==> src/numeric_coprocessor_sync_defs.vh <==
// Constants for the numeric coprocessor synchronization block
// Notes on behaviour
// - Host forwards only numeric instructions here and runs its own meanwhile.
// - Numeric instructions execute strictly in host stream order.
// - One numeric operation at a time; earlier activity completes first.
// - Coprocessor references memory only after host finished with the operand.
// - Earlier memory references complete before a later instruction starts.
// - Seven control and state instructions synchronize data without a host wait.
// - Those seven request the local bus at once when accepted.
// - Bus held until the instruction finishes, then returned to the host.
// - Unmasked error asserts busy and interrupt; busy never drops meanwhile.
`ifndef NUMERIC_COPROCESSOR_SYNC_DEFS_VH
`define NUMERIC_COPROCESSOR_SYNC_DEFS_VH

// Instruction class codes
`define CODE_W 4
`define CODE_ARITH 4'h0
`define CODE_LOAD_MEM 4'h1
`define CODE_STORE_MEM 4'h2
`define CODE_STORE_STATUS 4'h3
`define CODE_STORE_CONTROL 4'h4
`define CODE_LOAD_CONTROL 4'h5
`define CODE_RESTORE_STATE 4'h6
`define CODE_LOAD_ENV 4'h7
`define CODE_CLEAR_ERROR 4'h8
`define CODE_STORE_STATUS_NOWAIT 4'h9
`define CODE_STORE_CONTROL_NOWAIT 4'hA

// Sequencer states
`define SEQ_STATE_W 3
`define SEQ_IDLE 3'h0
`define SEQ_OPERAND 3'h1
`define SEQ_GRANT 3'h2
`define SEQ_START 3'h3
`define SEQ_RUN 3'h4
`define SEQ_ERROR 3'h5

// Bus ownership states
`define BUS_STATE_W 2
`define BUS_FREE 2'h0
`define BUS_ASK 2'h1
`define BUS_HOLD 2'h2

// Stream sequence tag
`define TAG_W 4
`define TAG_ZERO 4'h0
`define TAG_ONE 4'h1

`endif

==> src/coproc_bus_owner.v <==
// Local bus request, ownership and release for self-synchronizing instructions
`include "numeric_coprocessor_sync_defs.vh"

module coproc_bus_owner (
  input wire i_clk,
  input wire i_rst_n,
  input wire i_request,
  input wire i_grant,
  input wire i_finish,
  output reg o_bus_req,
  output reg o_bus_owned
);

  reg [`BUS_STATE_W-1:0] state;
  reg [`BUS_STATE_W-1:0] next_state;

  ////////////////////////////////////////////////////////////////////////////
  // Ownership sequence
  always @*
  begin
    next_state = state;
    case (state)
      `BUS_FREE:
      begin
        if (i_request)
        begin
          next_state = `BUS_ASK;
        end
      end
      `BUS_ASK:
      begin
        if (i_grant)
        begin
          next_state = `BUS_HOLD;
        end
      end
      `BUS_HOLD:
      begin
        if (i_finish)
        begin
          next_state = `BUS_FREE;
        end
      end
      default:
      begin
        next_state = `BUS_FREE;
      end
    endcase
  end

  ////////////////////////////////////////////////////////////////////////////
  // Registered state and outputs
  always @(posedge i_clk)
  begin
    if (!i_rst_n)
    begin
      state <= `BUS_FREE;
      o_bus_req <= 1'b0;
      o_bus_owned <= 1'b0;
    end
    else
    begin
      state <= next_state;
      // Request stays up through ownership; its fall is the release
      o_bus_req <= (next_state != `BUS_FREE);
      o_bus_owned <= (next_state == `BUS_HOLD);
    end
  end

endmodule // coproc_bus_owner

==> src/numeric_coprocessor_sync.v <==
// Instruction, data and bus synchronization sequencer of the numeric coprocessor
`include "numeric_coprocessor_sync_defs.vh"

module numeric_coprocessor_sync (
  input wire I_CLK_SYS,
  input wire I_RST_N,
  input wire I_INSTR_VALID,
  input wire [`CODE_W-1:0] I_INSTR_CODE,
  input wire I_INSTR_HAS_MEM,
  input wire I_OPND_ID_DONE,
  input wire I_BUS_GRANT,
  input wire I_EXEC_DONE,
  input wire I_EXEC_ERR,
  output wire O_READY,
  output reg O_BUSY,
  output reg O_INT,
  output reg O_EXEC_START,
  output reg [`CODE_W-1:0] O_EXEC_CODE,
  output reg [`TAG_W-1:0] O_EXEC_TAG,
  output reg O_MEM_EN,
  output wire O_BUS_REQ,
  output wire O_BUS_OWNED
);

  ////////////////////////////////////////////////////////////////////////////
  // Instruction class decoding
  function is_self_sync;
    input [`CODE_W-1:0] code;
    begin
      is_self_sync = (code == `CODE_STORE_STATUS) ||
                     (code == `CODE_STORE_STATUS_NOWAIT) ||
                     (code == `CODE_STORE_CONTROL) ||
                     (code == `CODE_STORE_CONTROL_NOWAIT) ||
                     (code == `CODE_LOAD_CONTROL) ||
                     (code == `CODE_RESTORE_STATE) ||
                     (code == `CODE_LOAD_ENV);
    end
  endfunction

  function needs_memory;
    input [`CODE_W-1:0] code;
    input has_mem;
    begin
      needs_memory = has_mem || is_self_sync(code);
    end
  endfunction

  ////////////////////////////////////////////////////////////////////////////
  // Declarations
  reg [`SEQ_STATE_W-1:0] state;
  reg [`SEQ_STATE_W-1:0] next_state;
  reg [`CODE_W-1:0] cur_code;
  reg cur_mem;
  reg cur_sync;
  reg [`TAG_W-1:0] issue_tag;
  reg [`TAG_W-1:0] cur_tag;
  wire accept;
  wire accept_exec;
  wire clear_err;
  wire bus_request;
  wire bus_finish;
  wire bus_owned;
  wire run_end;

  ////////////////////////////////////////////////////////////////////////////
  // Acceptance of instructions from the host stream
  // Only one operation is in flight, so a new one waits for idle
  assign O_READY = (state == `SEQ_IDLE) ||
                   ((state == `SEQ_ERROR) && (I_INSTR_CODE == `CODE_CLEAR_ERROR));
  assign accept = I_INSTR_VALID && O_READY;
  assign accept_exec = accept && (state == `SEQ_IDLE) &&
                       (I_INSTR_CODE != `CODE_CLEAR_ERROR);
  assign clear_err = accept && (state == `SEQ_ERROR);
  assign run_end = (state == `SEQ_RUN) && (I_EXEC_DONE || I_EXEC_ERR);

  ////////////////////////////////////////////////////////////////////////////
  // Bus ownership for self-synchronizing instructions
  assign bus_request = accept_exec && is_self_sync(I_INSTR_CODE);
  assign bus_finish = run_end && cur_sync;

  coproc_bus_owner u_bus_owner (
    .i_clk(I_CLK_SYS),
    .i_rst_n(I_RST_N),
    .i_request(bus_request),
    .i_grant(I_BUS_GRANT),
    .i_finish(bus_finish),
    .o_bus_req(O_BUS_REQ),
    .o_bus_owned(bus_owned)
  );

  assign O_BUS_OWNED = bus_owned;

  ////////////////////////////////////////////////////////////////////////////
  // Sequencer
  always @*
  begin
    next_state = state;
    case (state)
      `SEQ_IDLE:
      begin
        if (accept_exec)
        begin
          if (!needs_memory(I_INSTR_CODE, I_INSTR_HAS_MEM))
          begin
            next_state = `SEQ_START;
          end
          else if (!I_OPND_ID_DONE)
          begin
            next_state = `SEQ_OPERAND;
          end
          else if (is_self_sync(I_INSTR_CODE))
          begin
            next_state = `SEQ_GRANT;
          end
          else
          begin
            next_state = `SEQ_START;
          end
        end
      end
      `SEQ_OPERAND:
      begin
        // Host still owns the operand until its identifying read ends
        if (I_OPND_ID_DONE)
        begin
          next_state = cur_sync ? `SEQ_GRANT : `SEQ_START;
        end
      end
      `SEQ_GRANT:
      begin
        if (bus_owned)
        begin
          next_state = `SEQ_START;
        end
      end
      `SEQ_START:
      begin
        next_state = `SEQ_RUN;
      end
      `SEQ_RUN:
      begin
        if (I_EXEC_ERR)
        begin
          next_state = `SEQ_ERROR;
        end
        else if (I_EXEC_DONE)
        begin
          next_state = `SEQ_IDLE;
        end
      end
      `SEQ_ERROR:
      begin
        if (clear_err)
        begin
          next_state = `SEQ_IDLE;
        end
      end
      default:
      begin
        next_state = `SEQ_IDLE;
      end
    endcase
  end

  ////////////////////////////////////////////////////////////////////////////
  // State, captured instruction and stream tags
  always @(posedge I_CLK_SYS)
  begin
    if (!I_RST_N)
    begin
      state <= `SEQ_IDLE;
      cur_code <= `CODE_ARITH;
      cur_mem <= 1'b0;
      cur_sync <= 1'b0;
      issue_tag <= `TAG_ZERO;
      cur_tag <= `TAG_ZERO;
    end
    else
    begin
      state <= next_state;
      if (accept_exec)
      begin
        cur_code <= I_INSTR_CODE;
        cur_mem <= needs_memory(I_INSTR_CODE, I_INSTR_HAS_MEM);
        cur_sync <= is_self_sync(I_INSTR_CODE);
        // Tags follow the host stream one by one
        cur_tag <= issue_tag;
        issue_tag <= issue_tag + `TAG_ONE;
      end
    end
  end

  ////////////////////////////////////////////////////////////////////////////
  // Outputs to the execution unit and the host
  always @(posedge I_CLK_SYS)
  begin
    if (!I_RST_N)
    begin
      O_BUSY <= 1'b0;
      O_INT <= 1'b0;
      O_EXEC_START <= 1'b0;
      O_EXEC_CODE <= `CODE_ARITH;
      O_EXEC_TAG <= `TAG_ZERO;
      O_MEM_EN <= 1'b0;
    end
    else
    begin
      // Busy covers the error wait, so it cannot fall under a raised interrupt
      O_BUSY <= (next_state != `SEQ_IDLE);
      O_INT <= (next_state == `SEQ_ERROR);
      O_EXEC_START <= (next_state == `SEQ_START);
      if (next_state == `SEQ_START)
      begin
        O_EXEC_CODE <= (state == `SEQ_IDLE) ? I_INSTR_CODE : cur_code;
        O_EXEC_TAG <= (state == `SEQ_IDLE) ? issue_tag : cur_tag;
      end
      // Memory access only inside the run; ends before the next start
      O_MEM_EN <= (next_state == `SEQ_RUN) && cur_mem;
    end
  end

endmodule // numeric_coprocessor_sync

==> config.mk <==
export PLATFORM = sky130hd
export DESIGN_NAME = numeric_coprocessor_sync
export DESIGN_NICKNAME = d
export VERILOG_FILES = /design/src/coproc_bus_owner.v /design/src/numeric_coprocessor_sync.v
export VERILOG_INCLUDE_DIRS = /design/src
export SDC_FILE = /design/constraint.sdc
export NUM_CORES = 1
export LEC_CHECK = 0
export BUFFER_PORTS_ARGS = -buffer_cell sky130_fd_sc_hd__buf_2
export CAP_MARGIN = 30
export CORE_MARGIN = 2
export CORE_UTILIZATION = 49
export DETAILED_ROUTE_END_ITERATION = 8
export GPL_ROUTABILITY_DRIVEN = 0
export PLACE_DENSITY = 0.74
export SLEW_MARGIN = 30
export SYNTH_ARGS = -nofsm -noshare
export SYNTH_HDL_FRONTEND = slang
export SYNTH_SLANG_ARGS = --single-unit
==> constraint.sdc <==
create_clock -name I_CLK_SYS -period 1.82 [get_ports I_CLK_SYS]
set_clock_uncertainty 0.15 [all_clocks]
set_input_delay 0.455 -clock I_CLK_SYS [delete_from_list [all_inputs] [get_ports I_CLK_SYS]]
set_output_delay 0.455 -clock I_CLK_SYS [all_outputs]
set_load 0.03 [all_outputs]
# Yosys cells after proc, flatten, opt, wreduce, memory -nomap -nowiden
# Cells that the tools add are included.
[word_totals] register_bits=33 input_bits=12 elab_cells=75
[classes] addsub=1 n_eq_ne=20 muxes=17 reduce_logical=22
[op_table] operator="3-bit 2-to-1 mux" n=6
[op_table] operator="3-bit one-hot mux with 6 select lines" n=1
[op_table] operator="4-bit by 3-bit == test with 1-bit output (second input constant)" n=4
[op_table] operator="3-bit == test (second input constant)" n=4
[op_table] operator="4-bit == test (second input constant)" n=3
[op_table] operator="2-bit 2-to-1 mux" n=5
[op_table] operator="3-bit by 2-bit == test with 1-bit output (second input constant)" n=3
[op_table] operator="1-bit logical AND" n=9
[op_table] operator="1-bit logical OR" n=9
[op_table] operator="4-bit 2-to-1 mux" n=2
[op_table] operator="2-bit one-hot mux with 3 select lines" n=1
[op_table] operator="4-bit by 1-bit adder with 4-bit output (second input constant)" n=1
[op_table] operator="2-bit == test (second input constant)" n=2
[op_table] operator="4-bit by 2-bit == test with 1-bit output (second input constant)" n=1
[op_table] operator="4-bit != test (second input constant)" n=1
[op_table] operator="3-bit by 1-bit == test with 1-bit output (second input constant)" n=1
[op_table] operator="3-bit logical NOT" n=1
[op_table] operator="3-bit nonzero test" n=1
[op_table] operator="2-bit by 1-bit == test with 1-bit output (second input constant)" n=1
[op_table] operator="2-bit logical NOT" n=1
[op_table] operator="1-bit 2-to-1 mux" n=2
[op_table] operator="2-bit nonzero test" n=1

# Longest topological paths before layout
# Gate-level depths: netlist of the first run.
[depth] depth_word=14 mapped_depth=7 ltp_nobuf=5

# By module
# Synthesis of the first run repeated with hierarchy kept, for this count alone.
[hier_totals] cells_unflattened=176 hier_area_um2=1625.3
[by_module_without_submodules] module="numeric_coprocessor_sync" n_inst=1 cells_per_inst=162 area_each_um2=1485.2 seq_area_each_um2=580.6
[by_module_without_submodules] module="coproc_bus_owner" n_inst=1 cells_per_inst=14 area_each_um2=140.1 seq_area_each_um2=80.1

# Worst setup path after synthesis of the first run
# OpenSTA, ideal clock, no wires.
[synth_timing] path_kind="input port to output port" from="in I_INSTR_CODE[1]" to="out O_READY" t_arrival_ns=1.352 path_slack_ns=-0.137 stages=3 n_path_buf=0 path_cell_list="nor4b_2 nand3_1 a21oi_1"
[synth_between] elab_chain_cells=3
[synth_rtl] element="start: declaration" line="numeric_coprocessor_sync.v:8" rtl="input wire [`CODE_W-1:0] I_INSTR_CODE,"
[synth_rtl] element="4-bit == test (no source line)"
[synth_rtl] element="1-bit logical AND" line="numeric_coprocessor_sync.v:69" rtl="((state == `SEQ_ERROR) && (I_INSTR_CODE == `CODE_CLEAR_ERROR));"
[synth_rtl] element="1-bit logical OR" line="numeric_coprocessor_sync.v:68" rtl="assign O_READY = (state == `SEQ_IDLE) ||"
[synth_rtl] element="end: declaration" line="numeric_coprocessor_sync.v:14" rtl="output wire O_READY,"
# No other way between the ends.

# Final worst setup path of the first run
[layout_timing] from="in I_INSTR_CODE[0]" to="out O_READY"
# Same word-level chain as after synthesis.

==> results of run 1 <==
[what timing repair did]
action	4_1_cts	5_1_grt
endpoints found under the setup margin	1	19
gates resized for setup	15	10
buffers inserted	6	4
endpoints found under the hold margin	0	0
cloned	0	0
pin swaps	3	5
[critical path: cells and delay by family]
family / cells / cell delay [ns]
and+or+nand+nor: 2 / 0.50
AOI/OAI and AO/OA: 1 / 0.16
buffers and inverters: 2 / 0.24
[registers in the layout, summed over array words and instances, names as in the netlist]
register                 flops
cur_code                     4
O_EXEC_TAG                   4
u_bus_owner.o_bus_owned      1
cur_mem                      1
O_BUSY                       1
u_bus_owner.state            2
issue_tag                    4
O_INT                        1
O_EXEC_CODE                  4
state                        3
O_MEM_EN                     1
u_bus_owner.o_bus_req        1
cur_sync                     1
cur_tag                      4
O_EXEC_START                 1
[synth_stat cells, types with 2 or more instances]
cell type	number	area share (%)
nor2b_1	6	2.4
a21oi_1	4	1.3
xnor2_1	4	2.3
nor2_1	5	1.2
mux2_2	5	3.6
clkbuf_1	4	0.97
buf_6	2	1.5
o22ai_1	2	0.81
nand3b_1	3	1.5
nand2b_1	7	2.8
a21boi_0	9	4.4
mux2i_1	8	5.2
and2_1	6	2.4
and3_1	2	0.81
buf_2	3	0.97
dfxtp_1	33	43
a22oi_1	3	1.5
nand2_1	30	7.3
o221a_2	2	1.5
o211ai_1	4	1.9
[power by group]
part	switching, mW	internal (mW)	total, mW	leakage, nW
Combinational	0.328	0.310	0.638	0.602
Sequential	0.0374	0.785	0.822	0.270
Clock	0.241	0.224	0.465	0.0413
Total	0.607	1.32	1.92	0.913
[placed cells by master, fill, tap and decap left out, types with 2 or more instances in the layout]
cell,count
mux2_2,5
mux2i_1,8
nor4b_4,2
a21boi_0,9
a22oi_1,3
o221a_2,2
buf_6,6
clkbuf_4,5
xnor2_1,4
and3_1,2
buf_2,23
nor2b_1,6
dfxtp_1,31
o211ai_1,4
buf_4,22
nand2b_1,7
clkbuf_8,2
a21oi_1,3
nand3b_1,3
o22ai_1,2
and2_1,5
nor2_1,4
nand2_1,29
[routing by layer]
layer	GRT usage [%]	vias up	share of wire, %
met1	23.3	621	40
li1	-	670	-
met4	6.67	0	1.6
met3	6.49	8	3.5
met2	36.6	25	54
met5	0	-	0
[how the worst max path moves through the flow]
stage | from | end | slack (ns) | cells after the start
final | I_INSTR_CODE[0] | O_READY | -0.14 | 5
after CTS | I_INSTR_CODE[0] | O_READY | -0.1 | 5
after detailed placement | I_INSTR_CODE[1] | O_EXEC_CODE[3] | -0.26 | 7
after floorplan | I_INSTR_CODE[1] | issue_tag[3] | -0.002 | 6
after global placement | I_INSTR_CODE[1] | O_EXEC_CODE[2] | -0.21 | 7
after global routing | I_INSTR_CODE[0] | O_READY | -0.20 | 5
[metrics by stage]
| step | setup WS (ns) | hold slack (ns) | area [um^2] | total power, mW |
|---|---|---|---|---|
| floorplan | -0.00206 | 0.294 | 1560 | 1.21 |
| global placement | -0.206 | 0.298 | 1820 | 1.36 |
| detailed placement | -0.259 | 0.307 | 1820 | 1.37 |
| CTS | -0.0977 | 0.277 | 1990 | 1.88 |
| global route | -0.197 | 0.283 | 2080 | 2.03 |
| finish | -0.143 | 0.287 | 2080 | 1.92 |
[kinds of logic after synthesis]
kind of cell	after synthesis
AOI/OAI and AO/OA	33
xor gates and xnor gates	4
adders and majority gates	1
buffers and inverters	11
DFF	33
muxes	13
and+or+nand+nor	67
[cell type report]
class	count	share of cell area, %
clock buffer	7	3.13
clock inverter	1	0.241
inverter	1	0.180
timing repair buffer	53	18.4
tap	44	2.65
sequential	33	32.0
multi-input combinational	118	43.4
==> metrics.md, run 1 <==
| Metric | Value |
|---|---|
| Start-to-end type of the worst setup path | input pin to primary output |
| Total of endpoints with negative setup slack in the final report | 9 |
| Slowest CP cell | nor4b_4 |
| Number of synthesized flops with an enable pin | 0 |
| Number of search-and-repair iterations in the first detailed-routing pass | 4 |
| Total number of vias | 1324 |
| Maximum fanout count along the critical path | 3 |
| Half-perimeter wire length after placement | 2380 um |
| Max_slew headroom | 67.9% |
| Count of input and output buffers | 26 |
| Worst hold stages | 3 |
| Area of the core region | 3030 um^2 |
| Wire length of the first global-routing pass | 5480 um |
| Worst reg2reg path depth | 9 |
| Compound-cell area share of the yosys netlist | 17.4% |
| Final core utilization | 68.7% |
| Final number of hold-violating endpoints | 0 |
| Post-synth ARST share | 0% |
| Pin count of the biggest net entering global routing | 32 |
| I/O Pins | 27 |
| Clock transition time at the flip-flop clock pins of the worst setup and hold paths | 0.10 ns |
| Fraction of final layout cells with drive strength greater than 1 | 39.9% |
| Dominant combinational cell family by area after synthesis | simple AND/OR/NAND/NOR gates |
| Initial core utilization | 51.3% |
| Category of the worst setup path capture point | primary output |
| Overall overflow remaining after global route | 0 |
| Via count of the first global-routing pass | 1268 |
| Shortest period the worst path allows | 1.96 ns |
| Worst stage delay on the critical path | 0.35 ns |
| Status | finished with violations |
| Syn-to-layout area delta | 34.0% |
| DRC violation total after the first TritonRoute iteration | 30 |
| Max-cap violations | 0 |
| Flops & latches, synth | 33 |
| Nets | 225 |
| Post-Route WL | 3420 um |
| Endpoint of the worst-slack reg-to-reg timing path | O_EXEC_CODE[1] |
| Sinks on Clock Net | 33 |
| Die outline width | 60.3 um |
| Synthesized instance count | 162 |
| Largest voltage drop on the vdd net | 0.588 mV |
| Die height | 60.3 um |
| Cell Chain, Critical Path | buf_8 -> nor4b_4 -> nand3_1 -> a21oi_2 -> buf_6 |
| Total power per unit cell area | 925 nW/um^2 |
| Cell Count Post-Placement | 239 |
| Portion of the post-synthesis area used by sequential elements | 42.5% |
| Gr usage total | 20.7% |
| Hold Buf Count CTS | 0 |
| Parity-gate share of the synthesized area counting xor and xnor cells | 2.26% |
| Non-filler cells in the finished layout | 257 |
| Total negative slack for setup checks | -0.386 ns |
| Setup repair after global routing missed its margin | true |
| Number of nets still failing antenna checks after routing | 0 |
| Source-to-sink clock delay at the later pin of the worst-skew pair | 0.34 ns |
| Cell variety after synth | 40 |
| TritonCTS clock tree | done |
| Std cell rows | 20 |
| Least-Margin Pin Slew | 0.482 ns |
| H-Tree Depth | 2 |
| Hold_sp | I_BUS_GRANT |
| Wirelength per Cell | 13.3 um |
| Kind of launch point of the worst setup path | input pin |
| Initial antenna violation count | 0 |
| Detailed-route DRC error count | 0 |
| Number of warning messages in the yosys log | 0 |
| Share of synthesized cell area in and, or, nand and nor gates | 24.1% |
| Crit Reg-Reg Startpoint | state[0] |
| Leakage power | 0.913 nW |
| Synthesized net count | 175 |
| Antenna cells | 0 |
| Number of clock buffers inserted by TritonCTS | 5 |
| Max Buffers Root-to-Sink | 2 |
| Die footprint | 3630 um^2 |
| Mean instance size in the synthesized netlist | 9.58 um^2 |
| Syn Std Cell Area | 1550 um^2 |
| Fmax | 509 MHz |
| Main flop type after synthesis | dfxtp_1 |
| Area of the multi-input gates | 903 um^2 |
| Total area of sequential cells | 666 um^2 |
| Fill cells | 253 |
| Register-to-register path setup slack | -0.04 ns |
| Adder-cell share of the synthesized area | 0.806% |
| Critical path required time | 1.21 ns |
| Final worst setup slack | -0.143 ns |
| Mux cell area share after synthesis | 8.78% |
| Number of vias per cell after detailed routing | 5.15 |
| Share of the cycle needed by the critical path after routing | 108% |
| Crit path DAT | 1.36 ns |
| Root buffer cell | clkbuf_4 |
| Failing checks | negative setup slack |
| Type of the most critical hold path | input pin to flop |
| Hold Path Sink | u_bus_owner.state[0] |
| Max Transition Viols Final | 0 |
No activity file was read; power rests on OpenSTA's default activity.
==> run 2, diff against run 1 <==
- CORE_ASPECT_RATIO: default -> 0.7
==> run 2 against run 1 <==
  * Clock power up 29%
  * Power increased by 6.3%
  * Global-route usage is 0.95 points higher
  * Largest cell class unchanged
  * Register-to-register slack better by 0.11 ns
  * Final cell count fell by 1.9%
  * Sequential share of layout area fell by 0.055 points
  * Wire length rose by 5.1%
  * Die area increased by 0.20%
  * Worst setup slack improved by 0.075 ns
  * Fmax is 4.0% higher
  * Hold slack better by 0.030 ns
  * First-iteration DRC count grew to 2.8 times the previous value
  * Highest routed layer unchanged
  * The flow still finishes with violations (negative setup slack)
==> metrics.md, run 2 (synthesized netlist as in run 1, its figures left out) <==
| Metric | Value |
|---|---|
| Status | finished with violations (unchanged) |
| Failing checks | negative setup slack (unchanged) |
| Initial core utilization | 50.3% (was 51.3%) |
| TritonCTS clock tree | done (unchanged) |
| Total number of vias | 1346 (was 1324) |
| Initial antenna violation count | 0 (unchanged) |
| Leakage power | 0.923 nW (was 0.913 nW) |
| Antenna cells | 0 (unchanged) |
| Detailed-route DRC error count | 0 (unchanged) |
| Sinks on Clock Net | 33 (unchanged) |
| Global-route met2 utilization | 32.1% (was 36.6%) |
| Met3 Resource Use GR | 6.90% (was 6.49%) |
| Worst hold stages | 2 (was 3) |
| Die height | 51.1 um (was 60.3 um) |
| Setup repair after global routing missed its margin | true (unchanged) |
| Total power per unit cell area | 980 nW/um^2 (was 925 nW/um^2) |
| Hold_sp | O_EXEC_TAG[2] (was I_BUS_GRANT) |
| Number of nets still failing antenna checks after routing | 0 (unchanged) |
| Worst reg2reg path depth | 7 (was 9) |
| Std cell rows | 17 (was 20) |
| Gr usage total | 21.6% (was 20.7%) |
| Register-to-register path setup slack | 0.07 ns (was -0.04 ns) |
| GR met1 Demand/Resource | 28.2% (was 23.3%) |
| Via count of the first global-routing pass | 1271 (was 1268) |
| Pin count of the biggest net entering global routing | 16 (was 32) |
| Non-filler cells in the finished layout | 252 (was 257) |
| DRC violation total after the first TritonRoute iteration | 85 (was 30) |
| Least-Margin Pin Slew | 0.424 ns (was 0.482 ns) |
| Hold Path Sink | O_EXEC_TAG[2] (was u_bus_owner.state[0]) |
| Wirelength per Cell | 14.3 um (was 13.3 um) |
| Final worst setup slack | -0.0685 ns (was -0.143 ns) |
| Die footprint | 3640 um^2 (was 3630 um^2) |
| Clock transition time at the flip-flop clock pins of the worst setup and hold paths | 0.07 ns (was 0.10 ns) |
| Fill cells | 232 (was 253) |
| Die outline width | 71.3 um (was 60.3 um) |
| Number of vias per cell after detailed routing | 5.34 (was 5.15) |
| Max Transition Viols Final | 0 (unchanged) |
| Fraction of final layout cells with drive strength greater than 1 | 40.7% (was 39.9%) |
| Max_slew headroom | 71.8% (was 67.9%) |
| Kind of launch point of the worst setup path | input pin (unchanged) |
| Shortest period the worst path allows | 1.89 ns (was 1.96 ns) |
| Count of input and output buffers | 26 (unchanged) |
| Nets | 226 (was 225) |
| Hold Buf Count CTS | 0 (unchanged) |
| Source-to-sink clock delay at the later pin of the worst-skew pair | 0.29 ns (was 0.34 ns) |
| Number of search-and-repair iterations in the first detailed-routing pass | 4 (unchanged) |
| Start-to-end type of the worst setup path | input pin to primary output (unchanged) |
| Share of the cycle needed by the critical path after routing | 104% (was 108%) |
| Overall overflow remaining after global route | 0 (unchanged) |
| Fmax | 530 MHz (was 509 MHz) |
| Wire length of the first global-routing pass | 6000 um (was 5480 um) |
| DP Worst Slack | -0.284 ns (was -0.259 ns) |
| Number of clock buffers inserted by TritonCTS | 5 (unchanged) |
| Syn-to-layout area delta | 34.5% (was 34.0%) |
| Origin of the worst setup path | I_INSTR_CODE[2] (was I_INSTR_CODE[0]) |
| Root buffer cell | clkbuf_8 (was clkbuf_4) |
| Critical path required time | 1.21 ns (about the same) |
| Crit path DAT | 1.28 ns (was 1.36 ns) |
| I/O Pins | 27 (unchanged) |
| Max-cap violations | 0 (unchanged) |
| Category of the worst setup path capture point | primary output (unchanged) |
| Endpoint of the worst-slack reg-to-reg timing path | O_EXEC_CODE[2] (was O_EXEC_CODE[1]) |
| Area of the core region | 3080 um^2 (was 3030 um^2) |
| Crit Reg-Reg Startpoint | state[0] (unchanged) |
| Largest voltage drop on the vdd net | 0.614 mV (was 0.588 mV) |
| Type of the most critical hold path | flop to flop (was input pin to flop) |
| H-Tree Depth | 2 (unchanged) |
| Cell Count Post-Placement | 238 (was 239) |
| Leading cell types in the layout, fill and taps excluded | 30 x dfxtp_1, 29 x nand2_1, 25 x buf_4, 23 x buf_2, 9 x a21boi_0 (was 31 x dfxtp_1, 29 x nand2_1, 23 x buf_2, 22 x buf_4, 9 x a21boi_0) |
| GRT Max-Usage Layer | met2 (unchanged) |
| Total of endpoints with negative setup slack in the final report | 5 (was 9) |
| Maximum fanout count along the critical path | 3 (unchanged) |
| Final number of hold-violating endpoints | 0 (unchanged) |
| Half-perimeter wire length after placement | 2460 um (was 2380 um) |
| Post-Route WL | 3600 um (was 3420 um) |
| Commonest non-fill, non-tap cell in the layout | dfxtp_1 (unchanged) |
| Max Buffers Root-to-Sink | 2 (unchanged) |
-- run 2: cell count changes in the layout (fill, tap and decap cells not counted), sizes merged --
cell,delta
buf,+1
-- run 2: cell type report --
type                    instances  area [um^2]  share of cell area (%)
repair buffers                 54          387                    18.5
clock inverters                 1         5.00                   0.240
flip-flops and latches         33          667                    31.9
well taps                      38         47.5                    2.28
inverters                       1         3.75                   0.180
clock buffers                   7         96.3                    4.61
multi-input cells             118          882                    42.2
-- run 2: where the power goes --
part | switching [mW] | internal, mW | leakage [nW]
sequential | 0.0496 | 0.787 | 0.270
clock | 0.257 | 0.341 | 0.0542
combinational | 0.314 | 0.298 | 0.598
-- run 2: worst max-delay path: stages --
cell and delay [ns]:
buf_8 0.10, nor4b_4 0.30, nand3_1 0.13, a21oi_2 0.15
buf_6 0.14
-- run 2: how the worst max path moves through the flow --
stage	to	cells past startpoint
floorplan	issue_tag[3]	6
global placement	O_EXEC_CODE[2]	6
detailed placement	O_EXEC_CODE[2]	6
CTS	O_READY	5
global route	O_READY	5
finish	O_READY	5
-- run 2: metal layers --
metal | share of wire [%] | wire (um)
met2 | 45 | 1630
met3 | 5.5 | 199
met4 | 3.2 | 115
met1 | 46 | 1650
met5 | 0 | 0
-- run 2: through the flow --
stage | cell area [um^2] | power [mW] | TNS [ns] | hold slack [ns] | utilization (%)
final | 2090 | 2.05 | -0.0896 | 0.317 | 67.7
after global routing | 2090 | 2.15 | -0.454 | 0.342 | 67.7
after CTS | 2030 | 2.03 | -0.0596 | 0.319 | 65.9
after detailed placement | 1840 | 1.38 | -4.74 | 0.306 | 59.7
after global placement | 1840 | 1.37 | -3.80 | 0.294 | 59.7
after floorplan | 1560 | 1.21 | -0.00206 | 0.294 | -
-- run 2: what timing repair did --
item / 4_1_cts / 5_1_grt
cloned: 0 / 0
pin swaps: 4 / 4
hold endpoints to repair: 0 / 0
gates resized for setup: 14 / 7
setup endpoints to repair: 9 / 12
setup buffers: 3 / 3
